## config.mk

```make
export PLATFORM = sky130hd
export DESIGN_NAME = uart_rx_controller_flat
export DESIGN_NICKNAME = d
export VERILOG_FILES = /design/src/inc/uart_rx_pkg.sv /design/src/inc/rx_port_if.sv /design/src/verilog/uart_rx_controller.sv /design/src/flat_wrapper.sv
export VERILOG_INCLUDE_DIRS = /design/src /design/src/inc
export SDC_FILE = /design/constraint.sdc
export NUM_CORES = 1
export LEC_CHECK = 0
export BUFFER_PORTS_ARGS = -buffer_cell sky130_fd_sc_hd__buf_2
export CELL_PAD_IN_SITES_DETAIL_PLACEMENT = 2
export CELL_PAD_IN_SITES_GLOBAL_PLACEMENT = 2
export CORE_UTILIZATION = 36
export CTS_BUF_LIST = sky130_fd_sc_hd__clkbuf_8 sky130_fd_sc_hd__clkbuf_16
export DETAILED_ROUTE_END_ITERATION = 12
export PLACE_DENSITY_LB_ADDON = 0.1
export SLEW_MARGIN = 20
export SYNTH_ARGS = -nofsm -noshare
export SYNTH_HDL_FRONTEND = slang
export SYNTH_SLANG_ARGS = --single-unit
```

## constraint.sdc

```tcl
create_clock -name clock -period 8.3 [get_ports clock]
set_input_delay 0.415 -clock clock [delete_from_list [all_inputs] [get_ports clock]]
set_output_delay 0.415 -clock clock [all_outputs]
set_load 0.05 [all_outputs]
```

## src/inc/uart_rx_defines.svh

```systemverilog
// constants of the receive buffer block and its controller
`ifndef UART_RX_DEFINES_SVH
`define UART_RX_DEFINES_SVH

// timing
`define CLOCK_HZ        40000000
`define BAUD_HZ         115200
`define BIT_CYCLES      (`CLOCK_HZ / `BAUD_HZ)
`define HALF_CYCLES     (`BIT_CYCLES / 2)

// device register indices
`define ADDR_STATUS     2'h0
`define ADDR_CTRL_B     2'h1
`define ADDR_CTRL_C     2'h2
`define ADDR_DATA       2'h3

// status register bits
`define ST_RXC          7
`define ST_FE           4
`define ST_DOR          3
`define ST_UPE          2

// control b bits
`define CB_RXCIE        7
`define CB_RXEN         4
`define CB_NINTH        1

// control c fields
`define CC_PAR_EN       5
`define CC_PAR_TYPE     4
`define CC_STOP_SEL     3
`define CC_SIZE_HI      2
`define CC_SIZE_LO      0
`define SIZE_NINE       3'h7

// controller axi register offsets
`define AXI_CONFIG      4'h0
`define AXI_COMMAND     4'h4
`define AXI_STATUS      4'h8
`define AXI_DATA        4'hc

// controller config fields
`define CFG_RXEN        0
`define CFG_RXCIE       1
`define CFG_GIE         2
`define CFG_PAR_EN      3
`define CFG_PAR_TYPE    4
`define CFG_STOP_SEL    5
`define CFG_SIZE_LO     6
`define CFG_SIZE_HI     8
`define CFG_RESET       32'h0000_0000

// controller command bits
`define CMD_FETCH       0
`define CMD_FLUSH       1

// axi responses
`define RESP_OKAY       2'h0
`define RESP_SLVERR     2'h2

`endif

```

## src/inc/uart_rx_pkg.sv

```systemverilog
// types shared by the receive buffer block and its controller
package uart_rx_pkg;

	typedef enum logic [4:0] {
		RX_IDLE   = 5'h01,
		RX_START  = 5'h02,
		RX_DATA   = 5'h04,
		RX_PARITY = 5'h08,
		RX_STOP   = 5'h10
	} rx_state_t;

	typedef enum logic [8:0] {
		C_IDLE    = 9'h001,
		C_CFG_S   = 9'h002,
		C_CFG_C   = 9'h004,
		C_CFG_B   = 9'h008,
		C_F_STAT  = 9'h010,
		C_F_B     = 9'h020,
		C_F_DATA  = 9'h040,
		C_F_END   = 9'h080,
		C_FL_CHK  = 9'h100
	} ctl_state_t;

	typedef struct packed {
		logic [8:0] data;
		logic       fe;
		logic       dor;
		logic       upe;
	} rx_entry_t;

endpackage : uart_rx_pkg

```

## src/inc/rx_port_if.sv

```systemverilog
// register port between the receive block and its controller
`timescale 1ns/1ps
`default_nettype none

interface rx_port_if;
	logic [1:0] reg_addr;
	logic       reg_wr;
	logic       reg_rd;
	logic [7:0] reg_wdata;
	logic [7:0] reg_rdata;
	logic       irq;
	logic       global_irq_enable;

	modport device (
		input  reg_addr,
		input  reg_wr,
		input  reg_rd,
		input  reg_wdata,
		input  global_irq_enable,
		output reg_rdata,
		output irq
	);

	modport host (
		output reg_addr,
		output reg_wr,
		output reg_rd,
		output reg_wdata,
		output global_irq_enable,
		input  reg_rdata,
		input  irq
	);
endinterface : rx_port_if

`default_nettype wire

```

## src/verilog/uart_rx_controller.sv

```systemverilog
// controller: axi4-lite registers driving the receive block's port
`include "uart_rx_defines.svh"
`timescale 1ns/1ps
`default_nettype none

module uart_rx_controller (
	// clock and reset
	input  wire logic        clock,
	input  wire logic        rst,
	// device port
	rx_port_if.host          port,
	// axi4-lite write
	input  wire logic [3:0]  s_axi_awaddr,
	input  wire logic        s_axi_awvalid,
	output var  logic        s_axi_awready,
	input  wire logic [31:0] s_axi_wdata,
	input  wire logic [3:0]  s_axi_wstrb,
	input  wire logic        s_axi_wvalid,
	output var  logic        s_axi_wready,
	output var  logic [1:0]  s_axi_bresp,
	output var  logic        s_axi_bvalid,
	input  wire logic        s_axi_bready,
	// axi4-lite read
	input  wire logic [3:0]  s_axi_araddr,
	input  wire logic        s_axi_arvalid,
	output var  logic        s_axi_arready,
	output var  logic [31:0] s_axi_rdata,
	output var  logic [1:0]  s_axi_rresp,
	output var  logic        s_axi_rvalid,
	input  wire logic        s_axi_rready
);

	// ------------------------------------------------------------
	// axi slave
	// ------------------------------------------------------------
	uart_rx_pkg::ctl_state_t state_reg;
	uart_rx_pkg::ctl_state_t state_next;
	logic [31:0] config_reg;
	logic        cfg_dirty_reg;
	logic [7:0]  stat_cap_reg;
	logic [8:0]  data_cap_reg;

	wire busy   = !state_reg[0];
	wire aw_go  = s_axi_awvalid && s_axi_wvalid && !s_axi_awready
		&& !s_axi_bvalid;
	wire w_done = s_axi_awready && s_axi_awvalid && s_axi_wvalid;
	wire w_cfg  = w_done && (s_axi_awaddr == `AXI_CONFIG);
	wire w_cmd  = w_done && (s_axi_awaddr == `AXI_COMMAND) && !busy;
	wire w_map  = (s_axi_awaddr == `AXI_CONFIG) ||
		(s_axi_awaddr == `AXI_COMMAND);
	wire ar_go  = s_axi_arvalid && !s_axi_arready && !s_axi_rvalid;
	wire r_done = s_axi_arready && s_axi_arvalid;
	wire r_map  = (s_axi_araddr[1:0] == 2'h0);
	wire [31:0] stat_word = {26'h0, stat_cap_reg[`ST_UPE],
		stat_cap_reg[`ST_DOR], stat_cap_reg[`ST_FE], port.irq,
		stat_cap_reg[`ST_RXC], busy};
	wire [31:0] rd_word =
		(s_axi_araddr == `AXI_CONFIG) ? config_reg :
		(s_axi_araddr == `AXI_STATUS) ? stat_word :
		(s_axi_araddr == `AXI_DATA)   ? {23'h0, data_cap_reg} : 32'h0;

	always_ff @(posedge clock or posedge rst) begin
		if (rst) begin
			s_axi_awready <= 1'b0;
			s_axi_wready  <= 1'b0;
			s_axi_bvalid  <= 1'b0;
			s_axi_bresp   <= `RESP_OKAY;
		end else begin
			s_axi_awready <= aw_go;
			s_axi_wready  <= aw_go;
			if (w_done) begin
				s_axi_bvalid <= 1'b1;
				s_axi_bresp  <= w_map ? `RESP_OKAY : `RESP_SLVERR;
			end else if (s_axi_bready) begin
				s_axi_bvalid <= 1'b0;
			end
		end
	end

	always_ff @(posedge clock or posedge rst) begin
		if (rst) begin
			s_axi_arready <= 1'b0;
			s_axi_rvalid  <= 1'b0;
			s_axi_rdata   <= 32'h0;
			s_axi_rresp   <= `RESP_OKAY;
		end else begin
			s_axi_arready <= ar_go;
			if (r_done) begin
				s_axi_rvalid <= 1'b1;
				s_axi_rdata  <= rd_word;
				s_axi_rresp  <= r_map ? `RESP_OKAY : `RESP_SLVERR;
			end else if (s_axi_rready) begin
				s_axi_rvalid <= 1'b0;
			end
		end
	end

	// byte strobes ignored: config is one word
	always_ff @(posedge clock or posedge rst) begin
		if (rst) begin
			config_reg    <= `CFG_RESET;
			cfg_dirty_reg <= 1'b0;
		end else begin
			if (w_cfg)
				config_reg <= s_axi_wdata;
			if (w_cfg)
				cfg_dirty_reg <= 1'b1;
			else if (state_reg == uart_rx_pkg::C_CFG_S)
				cfg_dirty_reg <= 1'b0;
		end
	end

	// ------------------------------------------------------------
	// port sequencer
	// ------------------------------------------------------------
	logic [1:0] addr_next;
	logic       wr_next;
	logic       rd_next;
	logic [7:0] wdata_next;
	logic [1:0] addr_reg;
	logic       wr_reg;
	logic       rd_reg;
	logic [7:0] wdata_reg;
	logic       gie_reg;

	wire [7:0] ctrl_b = ({7'h0, config_reg[`CFG_RXCIE]} << `CB_RXCIE) |
		({7'h0, config_reg[`CFG_RXEN]} << `CB_RXEN);
	wire [7:0] ctrl_c = {2'h0, config_reg[`CFG_PAR_EN],
		config_reg[`CFG_PAR_TYPE], config_reg[`CFG_STOP_SEL],
		config_reg[`CFG_SIZE_HI:`CFG_SIZE_LO]};

	always_comb begin
		state_next = state_reg;
		addr_next  = `ADDR_STATUS;
		wr_next    = 1'b0;
		rd_next    = 1'b0;
		wdata_next = 8'h00;
		case (state_reg)
			uart_rx_pkg::C_IDLE:
				if (cfg_dirty_reg) begin
					wr_next    = 1'b1;
					state_next = uart_rx_pkg::C_CFG_S;
				end else if (w_cmd && s_axi_wdata[`CMD_FETCH]) begin
					rd_next    = 1'b1;
					state_next = uart_rx_pkg::C_F_STAT;
				end else if (w_cmd && s_axi_wdata[`CMD_FLUSH]) begin
					rd_next    = 1'b1;
					state_next = uart_rx_pkg::C_FL_CHK;
				end
			uart_rx_pkg::C_CFG_S: begin
				wr_next    = 1'b1;
				addr_next  = `ADDR_CTRL_C;
				wdata_next = ctrl_c;
				state_next = uart_rx_pkg::C_CFG_C;
			end
			uart_rx_pkg::C_CFG_C: begin
				wr_next    = 1'b1;
				addr_next  = `ADDR_CTRL_B;
				wdata_next = ctrl_b;
				state_next = uart_rx_pkg::C_CFG_B;
			end
			uart_rx_pkg::C_CFG_B:
				state_next = uart_rx_pkg::C_IDLE;
			// status and ninth bit before data
			uart_rx_pkg::C_F_STAT: begin
				rd_next    = 1'b1;
				addr_next  = `ADDR_CTRL_B;
				state_next = uart_rx_pkg::C_F_B;
			end
			uart_rx_pkg::C_F_B: begin
				rd_next    = 1'b1;
				addr_next  = `ADDR_DATA;
				state_next = uart_rx_pkg::C_F_DATA;
			end
			uart_rx_pkg::C_F_DATA:
				state_next = uart_rx_pkg::C_F_END;
			uart_rx_pkg::C_F_END:
				state_next = uart_rx_pkg::C_IDLE;
			uart_rx_pkg::C_FL_CHK:
				if (rd_reg || wr_reg) begin
					state_next = uart_rx_pkg::C_FL_CHK;
				end else if (port.reg_rdata[`ST_RXC]) begin
					rd_next    = 1'b1;
					addr_next  = `ADDR_DATA;
					state_next = uart_rx_pkg::C_F_STAT;
				end else begin
					state_next = uart_rx_pkg::C_IDLE;
				end
			default:
				state_next = uart_rx_pkg::C_IDLE;
		endcase
		// a flush re-polls status after each data read
		if (state_reg == uart_rx_pkg::C_F_STAT && addr_reg == `ADDR_DATA)
		begin
			rd_next    = 1'b1;
			addr_next  = `ADDR_STATUS;
			state_next = uart_rx_pkg::C_FL_CHK;
		end
	end

	always_ff @(posedge clock or posedge rst) begin
		if (rst) begin
			state_reg <= uart_rx_pkg::C_IDLE;
			addr_reg  <= `ADDR_STATUS;
			wr_reg    <= 1'b0;
			rd_reg    <= 1'b0;
			wdata_reg <= 8'h00;
			gie_reg   <= 1'b0;
		end else begin
			state_reg <= state_next;
			addr_reg  <= addr_next;
			wr_reg    <= wr_next;
			rd_reg    <= rd_next;
			wdata_reg <= wdata_next;
			gie_reg   <= config_reg[`CFG_GIE];
		end
	end

	always_ff @(posedge clock or posedge rst) begin
		if (rst) begin
			stat_cap_reg <= 8'h00;
			data_cap_reg <= 9'h000;
		end else begin
			if (state_reg == uart_rx_pkg::C_F_B ||
				state_reg == uart_rx_pkg::C_FL_CHK && !rd_reg)
				stat_cap_reg <= port.reg_rdata;
			if (state_reg == uart_rx_pkg::C_F_DATA)
				data_cap_reg[8] <= port.reg_rdata[`CB_NINTH];
			if (state_reg == uart_rx_pkg::C_F_END)
				data_cap_reg[7:0] <= port.reg_rdata;
		end
	end

	assign port.reg_addr          = addr_reg;
	assign port.reg_wr            = wr_reg;
	assign port.reg_rd            = rd_reg;
	assign port.reg_wdata         = wdata_reg;
	assign port.global_irq_enable = gie_reg;

endmodule : uart_rx_controller

`default_nettype wire

```

## src/flat_wrapper.sv

```systemverilog
// flat-port wrapper written by rule: the top's interface ports become plain ports
module uart_rx_controller_flat 
  (clock, rst, s_axi_awaddr, s_axi_awvalid, s_axi_awready, s_axi_wdata, s_axi_wstrb, s_axi_wvalid, s_axi_wready, s_axi_bresp, s_axi_bvalid, s_axi_bready, s_axi_araddr, s_axi_arvalid, s_axi_arready, s_axi_rdata, s_axi_rresp, s_axi_rvalid, s_axi_rready, port_reg_addr, port_reg_wr, port_reg_rd, port_reg_wdata, port_global_irq_enable, port_reg_rdata, port_irq);
  rx_port_if port_i ();
  input  wire logic clock;
  input  wire logic rst;
  input  wire logic [3:0] s_axi_awaddr;
  input  wire logic s_axi_awvalid;
  output var  logic s_axi_awready;
  input  wire logic [31:0] s_axi_wdata;
  input  wire logic [3:0] s_axi_wstrb;
  input  wire logic s_axi_wvalid;
  output var  logic s_axi_wready;
  output var  logic [1:0] s_axi_bresp;
  output var  logic s_axi_bvalid;
  input  wire logic s_axi_bready;
  input  wire logic [3:0] s_axi_araddr;
  input  wire logic s_axi_arvalid;
  output var  logic s_axi_arready;
  output var  logic [31:0] s_axi_rdata;
  output var  logic [1:0] s_axi_rresp;
  output var  logic s_axi_rvalid;
  input  wire logic s_axi_rready;
  output wire logic [$bits(port_i.reg_addr)-1:0] port_reg_addr;
  output wire logic [$bits(port_i.reg_wr)-1:0] port_reg_wr;
  output wire logic [$bits(port_i.reg_rd)-1:0] port_reg_rd;
  output wire logic [$bits(port_i.reg_wdata)-1:0] port_reg_wdata;
  output wire logic [$bits(port_i.global_irq_enable)-1:0] port_global_irq_enable;
  input wire logic [$bits(port_i.reg_rdata)-1:0] port_reg_rdata;
  input wire logic [$bits(port_i.irq)-1:0] port_irq;
  assign port_reg_addr = port_i.reg_addr;
  assign port_reg_wr = port_i.reg_wr;
  assign port_reg_rd = port_i.reg_rd;
  assign port_reg_wdata = port_i.reg_wdata;
  assign port_global_irq_enable = port_i.global_irq_enable;
  assign port_i.reg_rdata = port_reg_rdata;
  assign port_i.irq = port_irq;
  uart_rx_controller u_core (.clock(clock), .rst(rst), .port(port_i), .s_axi_awaddr(s_axi_awaddr), .s_axi_awvalid(s_axi_awvalid), .s_axi_awready(s_axi_awready), .s_axi_wdata(s_axi_wdata), .s_axi_wstrb(s_axi_wstrb), .s_axi_wvalid(s_axi_wvalid), .s_axi_wready(s_axi_wready), .s_axi_bresp(s_axi_bresp), .s_axi_bvalid(s_axi_bvalid), .s_axi_bready(s_axi_bready), .s_axi_araddr(s_axi_araddr), .s_axi_arvalid(s_axi_arvalid), .s_axi_arready(s_axi_arready), .s_axi_rdata(s_axi_rdata), .s_axi_rresp(s_axi_rresp), .s_axi_rvalid(s_axi_rvalid), .s_axi_rready(s_axi_rready));
endmodule
```

Yosys cells after proc, flatten, opt, wreduce, memory -nomap -nowiden

Index checks and enable logic that the tools add are counted.
Widths: inputs -> output; s select.

Eq/ne operators: 13
Multiplexer cells: 32
Bitwise logic cells: 1
Reductions and logical operators: 33

Operator list:

| operator           | count |
|---|---|
| $mux 32            | 2 |
| $pmux 9 s7         | 1 |
| $mux 9             | 6 |
| $pmux 8 s2         | 1 |
| $logic_and 1x1->1  | 15 |
| $mux 1             | 13 |
| $mux 2             | 5 |
| $eq 9x1->1 const B | 1 |
| $eq 9x2->1 const B | 1 |
| $eq 9x3->1 const B | 1 |
| $eq 9x5->1 const B | 1 |
| $eq 9x6->1 const B | 1 |
| $eq 9x7->1 const B | 1 |
| $eq 9x8->1 const B | 1 |
| $eq 9x9->1 const B | 1 |
| $eq 4x4->1 const B | 2 |
| $logic_not 4->1    | 2 |
| $or 8x5->8         | 1 |
| $pmux 2 s4         | 1 |
| $logic_not 1->1    | 6 |
| $reduce_bool 2->1  | 3 |
| $reduce_or 2->1    | 3 |
| $mux 5             | 1 |
| $ne 5x1->1 const B | 1 |
| other kinds (6)    | 8 |

Register bits after elaboration: 112
Input bits: 60
Output and inout bits: 54
Logic and storage cells: 97

Logic depth before layout (Yosys ltp)

Depth in word-level cells: 10
Gate-level depth with buffers: 5
Mapped depth without buffers: 4

Least setup slack after synthesis

No wires, ideal clock.

Path type: reg2reg
Start: reg u_core.s_axi_awready
End: reg u_core.config_reg[0]
Setup time: 125 ps
Data arrival time: 1808 ps
Required time: 8175 ps
Path slack: 6368 ps
Cell stages (with the launch flop): 6
Buffers on the path: 1
Clock period less this slack: 1932 ps
Path through: dfrtp_1 > and3_1 > nand2_1 > nor2_1 > buf_2 > mux2_2

Word-level cells in the longest chain between the ends: 3

Ends and longest elaborated chain:

| element                         | RTL line                  | text |
|---|---|---|
| from (decl)                     | uart_rx_controller.sv:15  | `output var logic s_axi_awready,` |
| from (signal assigned)          | uart_rx_controller.sv:69  | `s_axi_awready <= aw_go;` |
| $logic_and 1x1->1 (2 in series) | uart_rx_controller.sv:46  | `wire w_done = s_axi_awready && s_axi_awvalid && s_axi_wvalid;` |
| $logic_and 1x1->1               | uart_rx_controller.sv:47  | `` wire w_cfg = w_done && (s_axi_awaddr == `AXI_CONFIG); `` |
| to (signal assigned)            | uart_rx_controller.sv:101 | `` config_reg <= `CFG_RESET; `` |
| to (signal assigned)            | uart_rx_controller.sv:105 | `config_reg <= s_axi_wdata;` |
| to (decl)                       | uart_rx_controller.sv:38  | `logic [31:0] config_reg;` |

Every way passes these cells.
A chain may end at the register's enable or synchronous reset.

Worst setup path after layout

Start: reg u_core.state_reg[4]
End: reg u_core.cfg_dirty_reg

Word-level cells in the longest chain between the ends: 2

Ends and longest elaborated chain:

| element                            | RTL line                  | text |
|---|---|---|
| from (decl)                        | uart_rx_controller.sv:36  | `uart_rx_pkg::ctl_state_t state_reg;` |
| from (signal assigned)             | uart_rx_controller.sv:203 | `state_reg <= uart_rx_pkg::C_IDLE;` |
| from (signal assigned)             | uart_rx_controller.sv:210 | `state_reg <= state_next;` |
| $eq 9x2->1                         | uart_rx_controller.sv:108 | `else if (state_reg == uart_rx_pkg::C_CFG_S)` |
| $reduce_bool 2->1 (no source line) | -                         |  |
| to (signal assigned)               | uart_rx_controller.sv:102 | `cfg_dirty_reg <= 1'b0;` |
| to (signal assigned)               | uart_rx_controller.sv:107 | `cfg_dirty_reg <= 1'b1;` |
| to (signal assigned)               | uart_rx_controller.sv:109 | `cfg_dirty_reg <= 1'b0;` |
| to (decl)                          | uart_rx_controller.sv:39  | `logic cfg_dirty_reg;` |

Every way passes these cells.

==> flow_results.xml <==
<?xml version="1.0" encoding="UTF-8"?>
<metrics>
  <group name="sta">
    <metric name="final.setup_skew" unit="ns">0.00803</metric>
    <metric name="finalCriticalPeriod" unit="ns">2.11</metric>
    <metric name="fmax" unit="MHz">474</metric>
    <metric name="max-slew-margin-rel" unit="%">44.3</metric>
    <metric name="slew_viol_final" unit="">0</metric>
    <metric name="setup_viol" unit="">0</metric>
    <metric name="final_min_period_over_clock_period" unit="%">25.4</metric>
    <metric name="timing_worst_slew_pin_value" unit="ns">0.836</metric>
    <metric name="final_hold_violations" unit="">0</metric>
    <metric name="rsz_0062_raised_after_global_routing" unit="">no</metric>
    <metric name="finalSetupTns" unit="ns">0</metric>
  </group>
  <group name="worst_setup_path">
    <metric name="timing.critical_path.to_type" unit="">register</metric>
    <metric name="timing.critical_path.arrival" unit="ns">2.30</metric>
    <metric name="worstPathRequired" unit="ns">8.49</metric>
    <metric name="worstReg2RegStart" unit="">u_core.state_reg[4]</metric>
    <metric name="timing.critical_path.from_type" unit="">register</metric>
    <metric name="worst-setup-path-type" unit="">register to register</metric>
    <metric name="critical_path.startpoint" unit="">u_core.state_reg[4]</metric>
    <metric name="critical_path.max_fanout" unit="">10</metric>
  </group>
  <group name="yosys">
    <metric name="syn_avg_cell_area" unit="sq um">11.7</metric>
    <metric name="synth_edf_count" unit="">0</metric>
    <metric name="synthesis.area" unit="sq um">4350</metric>
    <metric name="synth_seq_cells" unit="">105</metric>
    <metric name="synth_cell_types" unit="">46</metric>
    <metric name="most_frequent_cell_after_synthesis" unit="">dfrtp_1</metric>
    <metric name="yosysWarningCount" unit="">0</metric>
    <metric name="netlist.top_cell.by_area" unit="">dfrtp_1</metric>
    <metric name="yosys-top-cells-area" unit="">dfrtp_1 60%, mux2_2 11%, nand2_1 5.2%, nand3_1 3.0%, nor2_1 2.0%</metric>
    <metric name="async_flop_share" unit="%">100</metric>
    <metric name="syn-instance-count" unit="">370</metric>
    <metric name="synth_flop_cell" unit="">dfrtp_1</metric>
    <metric name="synth.top_cells.by_count" unit="">104 x dfrtp_1, 60 x nand2_1, 44 x mux2_2, 26 x nand3_1, 23 x nor2_1</metric>
    <metric name="synth_sequential_area_ratio" unit="%">60.5</metric>
    <metric name="yosys.area.top_type_share" unit="%">59.9</metric>
  </group>
  <group name="routing">
    <metric name="drt-wirelength-per-cell" unit="microns">18.7</metric>
    <metric name="route.detailed.vias_per_inst" unit="">5.19</metric>
    <metric name="drt_first_pass_iters" unit="">8</metric>
    <metric name="drt_first_iter_violations" unit="">114</metric>
    <metric name="post-route-drc-count" unit="">7</metric>
    <metric name="ant_nets" unit="">0</metric>
    <metric name="dr_total_vias" unit="">3220</metric>
    <metric name="detail_route.wirelength" unit="microns">11600</metric>
  </group>
  <group name="pwr">
    <metric name="p_leak" unit="nW">2.82</metric>
    <metric name="power_density_normalized_to_cell_area" unit="nW/um^2">230</metric>
    <metric name="worst_ir_drop_on_vdd" unit="V">0.000123</metric>
  </group>
  <group name="placed_design">
    <metric name="placer_congestion" unit="">0.774</metric>
    <metric name="detailed_place_hpwl" unit="microns">7930</metric>
    <metric name="dp.cells" unit="">604</metric>
    <metric name="placement.io_buffers" unit="">106</metric>
  </group>
  <group name="cells_and_area">
    <metric name="fillers" unit="">1242</metric>
    <metric name="layout.area.seq" unit="sq um">2630</metric>
    <metric name="multiInputGateArea" unit="sq um">1590</metric>
    <metric name="finalCoreUtilization" unit="%">45.8</metric>
    <metric name="drive_gt1_share" unit="%">38.8</metric>
    <metric name="area_growth" unit="%">22.3</metric>
    <metric name="diodes" unit="">0</metric>
    <metric name="final_cell_count_no_fill" unit="">620</metric>
    <metric name="layout.nets" unit="">533</metric>
  </group>
  <group name="clock_tree">
    <metric name="clock_root_buffer" unit="">clkbuf_16</metric>
    <metric name="insertion_delay" unit="ns">0.35</metric>
    <metric name="cts.reportedPaths.clkPinSlew" unit="ns">0.07</metric>
    <metric name="cts.sink_count" unit="">105</metric>
    <metric name="cts_buffers" unit="">9</metric>
    <metric name="cts_hold_buffers_added" unit="">0</metric>
    <metric name="cts_resized" unit="">0</metric>
    <metric name="cts.repair_timing.setup_buffer_count" unit="">0</metric>
    <metric name="ctsHtreeMaxLevel" unit="">3</metric>
    <metric name="clock_tree_from_tritoncts" unit="">done</metric>
    <metric name="clock_tree_buffer_depth" unit="">2</metric>
  </group>
  <group name="global_route">
    <metric name="global_route.usage.total" unit="%">20.2</metric>
    <metric name="global_route_wire_length_before_repair" unit="microns">19300</metric>
    <metric name="global_route.overflow_total" unit="">0</metric>
    <metric name="initial_antenna_violation_count" unit="">0</metric>
    <metric name="via_count_of_the_first_global_routing_pass" unit="">3569</metric>
    <metric name="grt_start_max_net_pins" unit="">66</metric>
  </group>
  <group name="flow_run">
    <metric name="drv.max_cap_violation_count" unit="">0</metric>
  </group>
  <group name="die">
    <metric name="core_area" unit="sq um">11600</metric>
    <metric name="floorplan.die_area" unit="sq um">12500</metric>
    <metric name="floorplan.io_pins" unit="">114</metric>
    <metric name="die_w" unit="microns">112</metric>
    <metric name="initial_utilization" unit="%">37.4</metric>
    <metric name="fp.dieH" unit="microns">112</metric>
    <metric name="rows" unit="">39</metric>
  </group>
  <group name="outcome">
    <metric name="outcome" unit="">finished with violations</metric>
    <metric name="violations_in_the_final_reports" unit="">design-rule violations</metric>
  </group>
  <group name="hold_path">
    <metric name="hold_path.class" unit="">input pin to async pin</metric>
  </group>
</metrics>
## per-layer routing
metal	part of all wire [%]	GRT usage, %	vias to the layer above
met3	5.9	6.97	8
met5	0	0	-
li1	-	-	1476
met1	42	24.3	1656
met2	51	34.7	80
met4	1.1	4.95	0
## worst paths after layout
| kind | endpoint | slack, ns | depth (start not counted) |
|---|---|---|---|
| max in group asynchronous | u_core.s_axi_rdata[28] | 6.95 | 3 |
| setup reg to reg | u_core.cfg_dirty_reg | 6.19 | 4 |
| setup / recovery | u_core.cfg_dirty_reg | 6.19 | 4 |
| min in group clock | u_core.s_axi_rvalid | 0.27 | 2 |
| hold / removal | u_core.s_axi_awready | 0.11 | 2 |
| hold reg to reg | u_core.port.global_irq_enable | 0.42 | 0 |
## through the flow
| stage | hold slack [ns] | power [W] | setup WS [ns] | instance area, sq um |
|---|---|---|---|---|
| floorplan | 0.370 | 0.000744 | 5.13 | 4350 |
| global placement | 0.392 | 0.000800 | 5.94 | 5000 |
| detailed placement | 0.400 | 0.000809 | 5.90 | 5000 |
| CTS | 0.124 | 0.00124 | 6.09 | 5290 |
| global route | 0.146 | 0.00128 | 6.02 | 5310 |
| finish | 0.112 | 0.00122 | 6.19 | 5310 |
## worst max-delay path: stages (launching register included)
cell	delay, ns
dfrtp_1	0.56
nor3_4	0.39
nand3_1	0.15
nor3b_2	0.66
o22ai_1	0.20
## logic make-up after synthesis
group	after synthesis	share of synthesized area (%)
buf+inv	31	3.51
simple gates	151	17.9
other cells	1	0.0863
xor+xnor	4	0.806
mux	44	11.4
compound gates	34	5.76
flops	105	60.5
## cell usage in the layout, fill, tap and decap left out, types with 3 or more instances in the layout
master     count
buf_2        106
dfrtp_1      104
nand2_1       60
mux2_2        44
nand3_1       26
nor2_1        22
inv_1          9
a221oi_1       9
clkbuf_16      9
and2_1         8
a21oi_1        8
nor3_1         6
o21ai_0        6
nand4_1        5
buf_4          5
xor2_1         4
or4_4          3
conb_1         3
## where the power goes
group	switching, W	internal [W]	leakage [nW]
combinational	0.000153	0.0000648	1.26
sequential	0.0000303	0.000550	1.40
clock	0.000178	0.000247	0.153
total	0.000361	0.000861	2.82
## area by class of cell
| type | instances | area share [%] |
|---|---|---|
| repair buffers | 112 | 11.1 |
| inverters | 9 | 0.683 |
| multi-input cells | 236 | 29.8 |
| clock buffers | 11 | 4.76 |
| flip-flops and latches | 105 | 49.5 |
| well taps | 143 | 3.37 |
| clock inverters | 4 | 0.824 |
Power figures use the tool's default switching activity.
